### src/ccp_defs.svh
// Behaviour
// Unit a keeps its 16-bit value as a low byte and a high byte register, each readable and writable.
// Each unit has its own control register, and only that register picks capture, compare or PWM.
// In capture each unit takes timebase_counter_a or timebase_counter_b, each unit choosing on its own.
// A comparing unit may issue a special event trigger that clears the counter it uses as its time base.
// With both units comparing, each trigger clears the counter serving that unit.
// PWM runs from period_counter, and both PWM units share its frequency and update at its wrap.
// Unit b behaves exactly like unit a in capture, compare and PWM.
// Unit b also keeps its 16-bit value as readable and writable low and high byte registers.
// A configuration bit picks unit b's pin: set gives the default pin, cleared the alternate pin.
// A unit in PWM does not disturb the other unit's capture or compare, since the counters differ.
`ifndef CCP_DEFS_SVH
`define CCP_DEFS_SVH

`define CCP_ADDR_W 6
`define CCP_OFS_A_LOW 6'h00
`define CCP_OFS_A_HIGH 6'h04
`define CCP_OFS_A_CTRL 6'h08
`define CCP_OFS_B_LOW 6'h0C
`define CCP_OFS_B_HIGH 6'h10
`define CCP_OFS_B_CTRL 6'h14
`define CCP_OFS_CNT_A 6'h18
`define CCP_OFS_CNT_B 6'h1C
`define CCP_OFS_PER_CNT 6'h20
`define CCP_OFS_PER_LIMIT 6'h24
`define CCP_OFS_RUN 6'h28
`define CCP_OFS_CONFIG 6'h2C
`define CCP_OFS_STATUS 6'h30
`define CCP_OFS_MASK 6'h34

`define CCP_CTRL_TSEL_BIT 4
`define CCP_RUN_CNT_A_BIT 0
`define CCP_RUN_CNT_B_BIT 1
`define CCP_RUN_PER_BIT 2
`define CCP_CFG_PINSEL_BIT 0

`define CCP_EVT_W 3
`define CCP_EVT_A_BIT 0
`define CCP_EVT_B_BIT 1
`define CCP_EVT_PER_BIT 2

`define CCP_VALUE_RESET 16'h0000
`define CCP_CTRL_RESET 8'h00
`define CCP_CNT_RESET 16'h0000
`define CCP_PER_CNT_RESET 8'h00
`define CCP_PER_LIMIT_RESET 8'hFF
`define CCP_RUN_RESET 3'h0
`define CCP_PINSEL_RESET 1'h1
`define CCP_STATUS_RESET 3'h0
`define CCP_MASK_RESET 3'h0

`endif

### src/ccp_pkg.sv
package ccp_pkg;

   typedef enum logic [3:0] {
      MODE_OFF = 4'h0,
      MODE_CAP_FALL = 4'h4,
      MODE_CAP_RISE = 4'h5,
      MODE_CMP_SET = 4'h8,
      MODE_CMP_CLEAR = 4'h9,
      MODE_CMP_EVENT = 4'hA,
      MODE_CMP_TRIGGER = 4'hB,
      MODE_PWM = 4'hC
   } ccp_mode_t;

   typedef struct packed {
      logic [2:0] spare;
      logic timer_sel;
      ccp_mode_t mode;
   } unit_ctrl_t;

   typedef struct packed {
      logic capture;
      logic match;
      logic trigger;
   } unit_evt_t;

endpackage

### src/ccp_top.sv
`timescale 1ns/1ns
`include "ccp_defs.svh"
`default_nettype none
module ccp_top
(
   input wire logic clk_sys,
   input wire logic nrst,
   input wire logic [`CCP_ADDR_W-1:0] avs_address,
   input wire logic avs_read,
   input wire logic avs_write,
   input wire logic [31:0] avs_writedata,
   input wire logic [3:0] avs_byteenable,
   output logic [31:0] avs_readdata,
   output logic avs_waitrequest,
   output logic irq,
   input wire logic pin_a_in,
   output logic pin_a_out,
   output logic pin_a_oe,
   input wire logic pin_b_def_in,
   output logic pin_b_def_out,
   output logic pin_b_def_oe,
   input wire logic pin_b_alt_in,
   output logic pin_b_alt_out,
   output logic pin_b_alt_oe
);

   // bus handshake
   logic wait_reg;
   logic wait_next;
   logic [31:0] rdata_reg;
   logic [31:0] rdata_next;
   logic wr;

   // software-visible state
   logic [15:0] value_reg [0:1];
   logic [15:0] value_next [0:1];
   ccp_pkg::unit_ctrl_t ctrl_reg [0:1];
   ccp_pkg::unit_ctrl_t ctrl_next [0:1];
   logic [15:0] cnt_reg [0:1];
   logic [15:0] cnt_next [0:1];
   logic [7:0] per_cnt_reg;
   logic [7:0] per_cnt_next;
   logic [7:0] per_limit_reg;
   logic [7:0] per_limit_next;
   logic [2:0] run_reg;
   logic [2:0] run_next;
   logic pinsel_reg;
   logic pinsel_next;
   logic [`CCP_EVT_W-1:0] status_reg;
   logic [`CCP_EVT_W-1:0] status_next;
   logic [`CCP_EVT_W-1:0] mask_reg;
   logic [`CCP_EVT_W-1:0] mask_next;
   logic irq_reg;
   logic irq_next;

   // pin synchronisers and outputs
   logic [2:0] sync1_reg;
   logic [2:0] sync2_reg;
   logic pa_out_reg;
   logic pa_oe_reg;
   logic pbd_out_reg;
   logic pbd_oe_reg;
   logic pba_out_reg;
   logic pba_oe_reg;

   // unit wiring
   ccp_pkg::unit_evt_t evt [0:1];
   logic unit_out [0:1];
   logic unit_oe [0:1];
   logic unit_in [0:1];
   logic [15:0] unit_count [0:1];
   logic per_wrap;
   logic [1:0] clear_cnt;

   assign wr = avs_write & ~wait_reg;
   assign per_wrap = run_reg[`CCP_RUN_PER_BIT] & (per_cnt_reg == per_limit_reg);

   always_comb
   begin
      unit_in[0] = sync2_reg[0];
      // pin choice by config bit
      unit_in[1] = pinsel_reg ? sync2_reg[1] : sync2_reg[2];
   end

   genvar gi;
   generate
      for (gi = 0; gi < 2; gi = gi + 1)
      begin : g_unit
         // per-unit counter choice
         assign unit_count[gi] = ctrl_reg[gi].timer_sel ? cnt_reg[1] : cnt_reg[0];
         // identical unit instances
         ccp_unit u_unit
         (
            .clk_sys(clk_sys),
            .nrst(nrst),
            .ctrl(ctrl_reg[gi]),
            .value(value_reg[gi]),
            .count(unit_count[gi]),
            .period_count(per_cnt_reg),
            .period_wrap(per_wrap),
            .pin_in(unit_in[gi]),
            .evt(evt[gi]),
            .pin_out(unit_out[gi]),
            .pin_oe(unit_oe[gi])
         );
      end
   endgenerate

   // each trigger clears its own counter
   always_comb
   begin
      clear_cnt = 2'h0;
      for (int i = 0; i < 2; i++)
      begin
         if (evt[i].trigger)
            clear_cnt[ctrl_reg[i].timer_sel] = 1'b1;
      end
   end

   // bus answer: waitrequest low one cycle after the request
   always_comb
   begin
      wait_next = ~((avs_read | avs_write) & wait_reg);
      rdata_next = rdata_reg;
      if (avs_read & wait_reg)
      begin
         case (avs_address)
            `CCP_OFS_A_LOW: rdata_next = {24'h000000, value_reg[0][7:0]};
            `CCP_OFS_A_HIGH: rdata_next = {24'h000000, value_reg[0][15:8]};
            `CCP_OFS_A_CTRL: rdata_next = {24'h000000, ctrl_reg[0]};
            `CCP_OFS_B_LOW: rdata_next = {24'h000000, value_reg[1][7:0]};
            `CCP_OFS_B_HIGH: rdata_next = {24'h000000, value_reg[1][15:8]};
            `CCP_OFS_B_CTRL: rdata_next = {24'h000000, ctrl_reg[1]};
            `CCP_OFS_CNT_A: rdata_next = {16'h0000, cnt_reg[0]};
            `CCP_OFS_CNT_B: rdata_next = {16'h0000, cnt_reg[1]};
            `CCP_OFS_PER_CNT: rdata_next = {24'h000000, per_cnt_reg};
            `CCP_OFS_PER_LIMIT: rdata_next = {24'h000000, per_limit_reg};
            `CCP_OFS_RUN: rdata_next = {29'h00000000, run_reg};
            `CCP_OFS_CONFIG: rdata_next = {31'h00000000, pinsel_reg};
            `CCP_OFS_STATUS: rdata_next = {29'h00000000, status_reg};
            `CCP_OFS_MASK: rdata_next = {29'h00000000, mask_reg};
            default: rdata_next = 32'h00000000;
         endcase
      end
   end

   // units: value, control and time-base counters
   always_comb
   begin
      for (int i = 0; i < 2; i++)
      begin
         value_next[i] = value_reg[i];
         ctrl_next[i] = ctrl_reg[i];
         cnt_next[i] = cnt_reg[i];
         if (run_reg[i])
            cnt_next[i] = cnt_reg[i] + 16'h0001;
         // trigger clears used counter
         if (clear_cnt[i])
            cnt_next[i] = `CCP_CNT_RESET;
      end
      // unit a byte registers
      if (wr && avs_address == `CCP_OFS_A_LOW && avs_byteenable[0])
         value_next[0][7:0] = avs_writedata[7:0];
      if (wr && avs_address == `CCP_OFS_A_HIGH && avs_byteenable[0])
         value_next[0][15:8] = avs_writedata[7:0];
      // unit b byte registers
      if (wr && avs_address == `CCP_OFS_B_LOW && avs_byteenable[0])
         value_next[1][7:0] = avs_writedata[7:0];
      if (wr && avs_address == `CCP_OFS_B_HIGH && avs_byteenable[0])
         value_next[1][15:8] = avs_writedata[7:0];
      if (wr && avs_address == `CCP_OFS_A_CTRL && avs_byteenable[0])
         ctrl_next[0] = ccp_pkg::unit_ctrl_t'({3'h0, avs_writedata[4:0]});
      if (wr && avs_address == `CCP_OFS_B_CTRL && avs_byteenable[0])
         ctrl_next[1] = ccp_pkg::unit_ctrl_t'({3'h0, avs_writedata[4:0]});
      // capture from its own counter
      for (int i = 0; i < 2; i++)
      begin
         if (evt[i].capture)
            value_next[i] = unit_count[i];
      end
      if (wr && avs_address == `CCP_OFS_CNT_A)
      begin
         if (avs_byteenable[0])
            cnt_next[0][7:0] = avs_writedata[7:0];
         if (avs_byteenable[1])
            cnt_next[0][15:8] = avs_writedata[15:8];
      end
      if (wr && avs_address == `CCP_OFS_CNT_B)
      begin
         if (avs_byteenable[0])
            cnt_next[1][7:0] = avs_writedata[7:0];
         if (avs_byteenable[1])
            cnt_next[1][15:8] = avs_writedata[15:8];
      end
   end

   // period counter, config, interrupts
   always_comb
   begin
      per_cnt_next = per_cnt_reg;
      // shared period for both units
      if (per_wrap)
         per_cnt_next = `CCP_PER_CNT_RESET;
      else if (run_reg[`CCP_RUN_PER_BIT])
         per_cnt_next = per_cnt_reg + 8'h01;
      if (wr && avs_address == `CCP_OFS_PER_CNT && avs_byteenable[0])
         per_cnt_next = avs_writedata[7:0];
      per_limit_next = per_limit_reg;
      if (wr && avs_address == `CCP_OFS_PER_LIMIT && avs_byteenable[0])
         per_limit_next = avs_writedata[7:0];
      run_next = run_reg;
      if (wr && avs_address == `CCP_OFS_RUN && avs_byteenable[0])
         run_next = avs_writedata[2:0];
      pinsel_next = pinsel_reg;
      if (wr && avs_address == `CCP_OFS_CONFIG && avs_byteenable[0])
         pinsel_next = avs_writedata[`CCP_CFG_PINSEL_BIT];
      mask_next = mask_reg;
      if (wr && avs_address == `CCP_OFS_MASK && avs_byteenable[0])
         mask_next = avs_writedata[`CCP_EVT_W-1:0];
      status_next = status_reg;
      if (wr && avs_address == `CCP_OFS_STATUS && avs_byteenable[0])
         status_next = status_reg & ~avs_writedata[`CCP_EVT_W-1:0];
      // new events win over a clear
      status_next[`CCP_EVT_A_BIT] = status_next[`CCP_EVT_A_BIT] | evt[0].capture | evt[0].match;
      status_next[`CCP_EVT_B_BIT] = status_next[`CCP_EVT_B_BIT] | evt[1].capture | evt[1].match;
      status_next[`CCP_EVT_PER_BIT] = status_next[`CCP_EVT_PER_BIT] | per_wrap;
      irq_next = |(status_reg & mask_reg);
   end

   always_ff @(posedge clk_sys)
   begin
      if (!nrst)
      begin
         wait_reg <= 1'b1;
         rdata_reg <= 32'h00000000;
         for (int i = 0; i < 2; i++)
         begin
            value_reg[i] <= `CCP_VALUE_RESET;
            ctrl_reg[i] <= ccp_pkg::unit_ctrl_t'(`CCP_CTRL_RESET);
            cnt_reg[i] <= `CCP_CNT_RESET;
         end
         per_cnt_reg <= `CCP_PER_CNT_RESET;
         per_limit_reg <= `CCP_PER_LIMIT_RESET;
         run_reg <= `CCP_RUN_RESET;
         pinsel_reg <= `CCP_PINSEL_RESET;
         status_reg <= `CCP_STATUS_RESET;
         mask_reg <= `CCP_MASK_RESET;
         irq_reg <= 1'b0;
      end
      else
      begin
         wait_reg <= wait_next;
         rdata_reg <= rdata_next;
         for (int i = 0; i < 2; i++)
         begin
            value_reg[i] <= value_next[i];
            ctrl_reg[i] <= ctrl_next[i];
            cnt_reg[i] <= cnt_next[i];
         end
         per_cnt_reg <= per_cnt_next;
         per_limit_reg <= per_limit_next;
         run_reg <= run_next;
         pinsel_reg <= pinsel_next;
         status_reg <= status_next;
         mask_reg <= mask_next;
         irq_reg <= irq_next;
      end
   end

   // pins: two-stage sync in, registered mux out
   always_ff @(posedge clk_sys)
   begin
      if (!nrst)
      begin
         sync1_reg <= 3'h0;
         sync2_reg <= 3'h0;
         pa_out_reg <= 1'b0;
         pa_oe_reg <= 1'b0;
         pbd_out_reg <= 1'b0;
         pbd_oe_reg <= 1'b0;
         pba_out_reg <= 1'b0;
         pba_oe_reg <= 1'b0;
      end
      else
      begin
         sync1_reg <= {pin_b_alt_in, pin_b_def_in, pin_a_in};
         sync2_reg <= sync1_reg;
         pa_out_reg <= unit_out[0];
         pa_oe_reg <= unit_oe[0];
         // unit b on selected pin
         pbd_out_reg <= pinsel_reg & unit_out[1];
         pbd_oe_reg <= pinsel_reg & unit_oe[1];
         pba_out_reg <= ~pinsel_reg & unit_out[1];
         pba_oe_reg <= ~pinsel_reg & unit_oe[1];
      end
   end

   assign avs_readdata = rdata_reg;
   assign avs_waitrequest = wait_reg;
   assign irq = irq_reg;
   assign pin_a_out = pa_out_reg;
   assign pin_a_oe = pa_oe_reg;
   assign pin_b_def_out = pbd_out_reg;
   assign pin_b_def_oe = pbd_oe_reg;
   assign pin_b_alt_out = pba_out_reg;
   assign pin_b_alt_oe = pba_oe_reg;

endmodule // ccp_top
`default_nettype wire

### src/ccp_unit.sv
`timescale 1ns/1ns
`default_nettype none
module ccp_unit
(
   input wire logic clk_sys,
   input wire logic nrst,
   input wire ccp_pkg::unit_ctrl_t ctrl,
   input wire logic [15:0] value,
   input wire logic [15:0] count,
   input wire logic [7:0] period_count,
   input wire logic period_wrap,
   input wire logic pin_in,
   output ccp_pkg::unit_evt_t evt,
   output logic pin_out,
   output logic pin_oe
);

   logic pin_prev_reg;
   logic pin_prev_next;
   logic match_prev_reg;
   logic match_prev_next;
   logic [7:0] duty_reg;
   logic [7:0] duty_next;
   logic pin_out_reg;
   logic pin_out_next;
   logic pin_oe_reg;
   logic pin_oe_next;
   ccp_pkg::unit_evt_t evt_next;
   logic rise;
   logic fall;
   logic match_edge;

   always_comb
   begin
      rise = pin_in & ~pin_prev_reg;
      fall = ~pin_in & pin_prev_reg;
      match_edge = (count == value) & ~match_prev_reg;
      pin_prev_next = pin_in;
      match_prev_next = (count == value);
      duty_next = duty_reg;
      pin_out_next = pin_out_reg;
      pin_oe_next = 1'b0;
      evt_next = '0;
      // mode from own control
      case (ctrl.mode)
         ccp_pkg::MODE_CAP_FALL:
         begin
            evt_next.capture = fall;
            pin_out_next = 1'b0;
         end
         ccp_pkg::MODE_CAP_RISE:
         begin
            evt_next.capture = rise;
            pin_out_next = 1'b0;
         end
         ccp_pkg::MODE_CMP_SET:
         begin
            pin_oe_next = 1'b1;
            evt_next.match = match_edge;
            if (match_edge)
               pin_out_next = 1'b1;
         end
         ccp_pkg::MODE_CMP_CLEAR:
         begin
            pin_oe_next = 1'b1;
            evt_next.match = match_edge;
            if (match_edge)
               pin_out_next = 1'b0;
         end
         ccp_pkg::MODE_CMP_EVENT:
         begin
            evt_next.match = match_edge;
         end
         ccp_pkg::MODE_CMP_TRIGGER:
         begin
            // special event trigger
            evt_next.match = match_edge;
            evt_next.trigger = match_edge;
         end
         ccp_pkg::MODE_PWM:
         begin
            pin_oe_next = 1'b1;
            // duty taken at wrap
            if (period_wrap)
            begin
               duty_next = value[7:0];
               pin_out_next = (value[7:0] != 8'h00);
            end
            else if (period_count == duty_reg)
               pin_out_next = 1'b0;
         end
         default:
         begin
            pin_out_next = 1'b0;
         end
      endcase
   end

   always_ff @(posedge clk_sys)
   begin
      if (!nrst)
      begin
         pin_prev_reg <= 1'b0;
         match_prev_reg <= 1'b0;
         duty_reg <= 8'h00;
         pin_out_reg <= 1'b0;
         pin_oe_reg <= 1'b0;
      end
      else
      begin
         pin_prev_reg <= pin_prev_next;
         match_prev_reg <= match_prev_next;
         duty_reg <= duty_next;
         pin_out_reg <= pin_out_next;
         pin_oe_reg <= pin_oe_next;
      end
   end

   assign evt = evt_next;
   assign pin_out = pin_out_reg;
   assign pin_oe = pin_oe_reg;

endmodule // ccp_unit
`default_nettype wire

### config.mk
export PLATFORM = sky130hd
export DESIGN_NAME = ccp_top
export DESIGN_NICKNAME = d
export VERILOG_FILES = /design/src/ccp_pkg.sv /design/src/ccp_top.sv /design/src/ccp_unit.sv
export VERILOG_INCLUDE_DIRS = /design/src
export SDC_FILE = /design/constraint.sdc
export NUM_CORES = 1
export LEC_CHECK = 0
export CORE_ASPECT_RATIO = 1.25
export CORE_MARGIN = 2
export CORE_UTILIZATION = 41
export CTS_CLUSTER_DIAMETER = 80
export DETAILED_ROUTE_END_ITERATION = 12
export DONT_BUFFER_PORTS = 1
export PLACE_DENSITY_LB_ADDON = 0.12
export SLEW_MARGIN = 40
export SYNTH_ARGS = -nofsm -noshare
export SYNTH_HDL_FRONTEND = slang
export SYNTH_SLANG_ARGS = --single-unit
### constraint.sdc
create_clock -name clk_sys -period 2.2 [get_ports clk_sys]
set_input_delay 0.44 -clock clk_sys [delete_from_list [all_inputs] [get_ports clk_sys]]
set_output_delay 0.44 -clock clk_sys [all_outputs]
set_load 0.02 [all_outputs]
==> run_results.csv <==
group,metric,value,unit
status,status,"finished, violations left",
status,failed_checks,"setup timing",
place,dpl_worst_slack,-0.243,ns
place,place_congestion,0.958,
setup_path,arrival,2.84,ns
timing,worstMarginPinSlew,0.711,ns
cts,clockBufferDepth,2,
cts,numCtsBuffers,17,
routing,firstDrtPassIters,5,
setup_path,startpoint_type,"register",
place,post-place-cells,1352,
global_route,grt_max_degree,48,
pwr,switching_power,1.50,mW
global_route,grt_first_pass_wirelength,46200,um
cells_and_area,final_core_util,51.6,%
cells_and_area,syn_to_final_growth,24.4,%
global_route,overflow,0,
yosys,syn-mean-instance-area,8.41,um2
cts,insertion_delay,0.43,ns
timing,fin_skew,0.00981,ns
routing,via_per_inst,5.84,
setup_path,timing.rr.start,"ctrl_reg[0][12]$_SDFFE_PN0P_",
cts,cts_root_buffer,"clkbuf_16",
cells_and_area,layout.nets,1154,
yosys,ys_seq_area_share,36.1,%
min_path,worstHoldPathType,"input pin to register",
cts,clk_pin_slew,0.07,ns
timing,hold_viol,0,
yosys,synth_area,8540,um2
pwr,worst_ir_drop_vdd,0.000520,V
floorplan,die_area,22000,um2
pwr,power,6.31,mW
yosys,async_flop_share,0,%
floorplan,die_x,133,um
cells_and_area,multi_input_area,5310,um2
setup_path,r2r_setup_slack,-0.28,ns
flow_run,maxCapViolCount,0,
setup_path,worstSetupPathType,"register to register",
cells_and_area,fin_area,10600,um2
min_path,hold_start,"nrst",
yosys,synthTopCellsByArea,"dfxtp_1 36%, mux2i_1 7.3%, xnor2_1 6.9%",
place,place_area,9650,um2
setup_path,r2r_end,"g_unit[1].u_unit.pin_out$_SDFFE_PN0P_",
pwr,p_clk_share,51.4,%
setup_path,reg2regPathDepth,10,
floorplan,dieHeight,165,um
yosys,synth_top_area_share,36.1,%
timing,fin_crit,2.48,ns
place,dp_hpwl,22300,um
cells_and_area,register_area,3090,um2
global_route,grt_pass1_vias,7722,
place,port_buffers,0,
yosys,syn_inst,1016,
floorplan,start_util,41.5,%
timing,finalCritPeriodShare,113,%
setup_path,crit_chain,"buf_12 > mux2i_1 > buf_4 > xnor2_2 > nor4_2 > nand4_2 > buf_6 > o41ai_4 > buf_4 > mux2i_1",
yosys,synth_area_leader_cell,"dfxtp_1",
pwr,p_sw_share,23.7,%
timing,rsz0062_at_grt,"true",
timing,timing.final.max_slew_violations,0,
yosys,ys.flop_type,"dfxtp_1",
yosys,synth-edff-count,0,
pwr,combPwrFrac,4.0,%
timing,finalSetupViolations,35,
floorplan,pin_count,89,
timing,clock.fmax,403,MHz
cells_and_area,final_common_cell,"dfxtp_1",
timing,relSlewSlack,52.6,%
cts,cts_tree,"done",
setup_path,critPathCaptureType,"register",
yosys,yosys_warnings,0,
timing,finalWorstSetupSlack,-0.281,ns
global_route,antenna_found_initial,0,
yosys,ys_types,64,
pwr,p_leak,3.96,nW
setup_path,required,2.56,ns
min_path,hold_depth,1,
setup_path,critPathMaxFanout,9,
cts,clkSinkCount,154,
routing,vias,8114,
cells_and_area,instances_no_fill,1390,
floorplan,row_count,59,
pwr,p_per_area,594,nW/um2
routing,drt_iter0_markers,826,
yosys,synth_seq_cells,154,
cells_and_area,nFillCells,1902,
cts,cts.hold.buffers_added,0,
setup_path,crit_slowest_cell,"dfxtp_4",
cells_and_area,final_cell_mix,"152 x dfxtp_1, 134 x buf_4, 120 x nand2_1",
floorplan,core_area,20600,um2
min_path,min_to,"per_limit_reg[3]$_SDFFE_PN1P_",
pwr,pwr-share-seq,44.6,%
setup_path,critPathMaxStageDelay,0.38,ns
routing,drc_errors,0,
routing,wl_per_cell,22.5,um
routing,drt_wl_total,31300,um
pwr,internal_power,4.81,mW
cells_and_area,layout-drive-gt1-share,22.1,%
cts,htree_levels,4,
routing,antenna_left,0,
global_route,track_usage,28.1,%
worst max-delay path, delay by kind of cell, from the launching register on:
family	cells	cell delay [ns]
buffers and inverters	4	0.67
AND/OR/NAND/NOR	2	0.51
multiplexers	2	0.42
flip-flops	1	0.38
AO/OA/AOI/OAI	1	0.37
XOR/XNOR	1	0.07
power groups by stage:
stage	clock [mW]	combinational (mW)	sequential, mW
6_report	3.24	0.252	2.81
4_1_cts	3.26	0.247	2.81
5_1_grt	3.39	0.271	2.81
3_5_place_dp	0	0.243	2.88
2_1_floorplan	0	0.220	2.88
3_3_place_gp	0	0.242	2.88
cells by family after synthesis:
kind of cell / after synthesis / share of synthesized area [%]
flip-flops: 154 / 36.1
multiplexers: 76 / 9.38
other: 1 / 0.0439
adder cells (fa/ha/maj): 3 / 0.440
AND/OR/NAND/NOR: 388 / 22.6
buffers and inverters: 100 / 5.68
AO/OA/AOI/OAI: 208 / 17.0
XOR/XNOR: 86 / 8.82
cell type report:
type,instances,area share (%)
multi-input combinational,777,50.0
antenna,1,0.0235
clock inverter,15,1.99
clock buffer,17,4.00
tap,274,3.23
inverter,7,0.247
timing repair buffer,145,11.4
sequential,154,29.1
synthesized netlist by cell type (5+ instances only):
library cell	n
dfxtp_1	154
nand2_1	120
nor2_1	85
xnor2_1	67
mux2i_1	62
a211oi_1	60
clkbuf_1	60
nand3_1	50
a21oi_1	37
a22oi_1	33
and3_1	29
o21ai_0	23
xor2_1	19
buf_4	18
o22ai_1	17
nand4_1	16
nor4_1	16
nor2b_1	15
and2_1	12
mux2_2	12
buf_2	10
nand2b_1	8
nor3_1	8
inv_1	6
a31oi_1	5
routing by layer:
| metal | vias to the layer above | global-route usage [%] | routed length [um] |
|---|---|---|---|
| met4 | 0 | 15.0 | 1560 |
| met5 | - | 0 | 0 |
| met1 | 3874 | 33.6 | 12500 |
| li1 | 3810 | - | - |
| met2 | 337 | 48.7 | 15300 |
| met3 | 93 | 4.70 | 1850 |
how the worst max path moves through the flow:
stage                                            start                               endpoint  slack, ns  cells after the start
after floorplan                         avs_address[4]           value_reg[0][0]$_SDFFE_PN0P_     0.0008                      6
after global placement    ctrl_reg[0][12]$_SDFFE_PN0P_  g_unit[1].u_unit.pin_out$_SDFFE_PN0P_      -0.24                      8
after detailed placement  ctrl_reg[0][12]$_SDFFE_PN0P_  g_unit[1].u_unit.pin_out$_SDFFE_PN0P_      -0.24                      8
after CTS                 ctrl_reg[0][12]$_SDFFE_PN0P_              cnt_reg[0][25]$_SDFF_PN0_      -0.09                     10
after global routing      ctrl_reg[0][12]$_SDFFE_PN0P_  g_unit[1].u_unit.pin_out$_SDFFE_PN0P_      -0.33                     10
final                     ctrl_reg[0][12]$_SDFFE_PN0P_  g_unit[1].u_unit.pin_out$_SDFFE_PN0P_      -0.28                     10
stage by stage:
step	TNS (ns)	hold slack, ns
after floorplan	0	0.405
after global placement	-7.03	0.418
after detailed placement	-7.17	0.418
after CTS	-2.03	0.0840
after global routing	-9.76	0.0902
final	-7.23	0.111
what timing repair did:
action                     in CTS  in global routing
hold endpoints to repair        0                  0
setup endpoints to repair      35                 42
resized for setup              24                 33
buffers inserted                4                  1
pin swaps                       3                  6
gates cloned                    1                  1
Note: power is estimated with default switching activity, not from simulation.
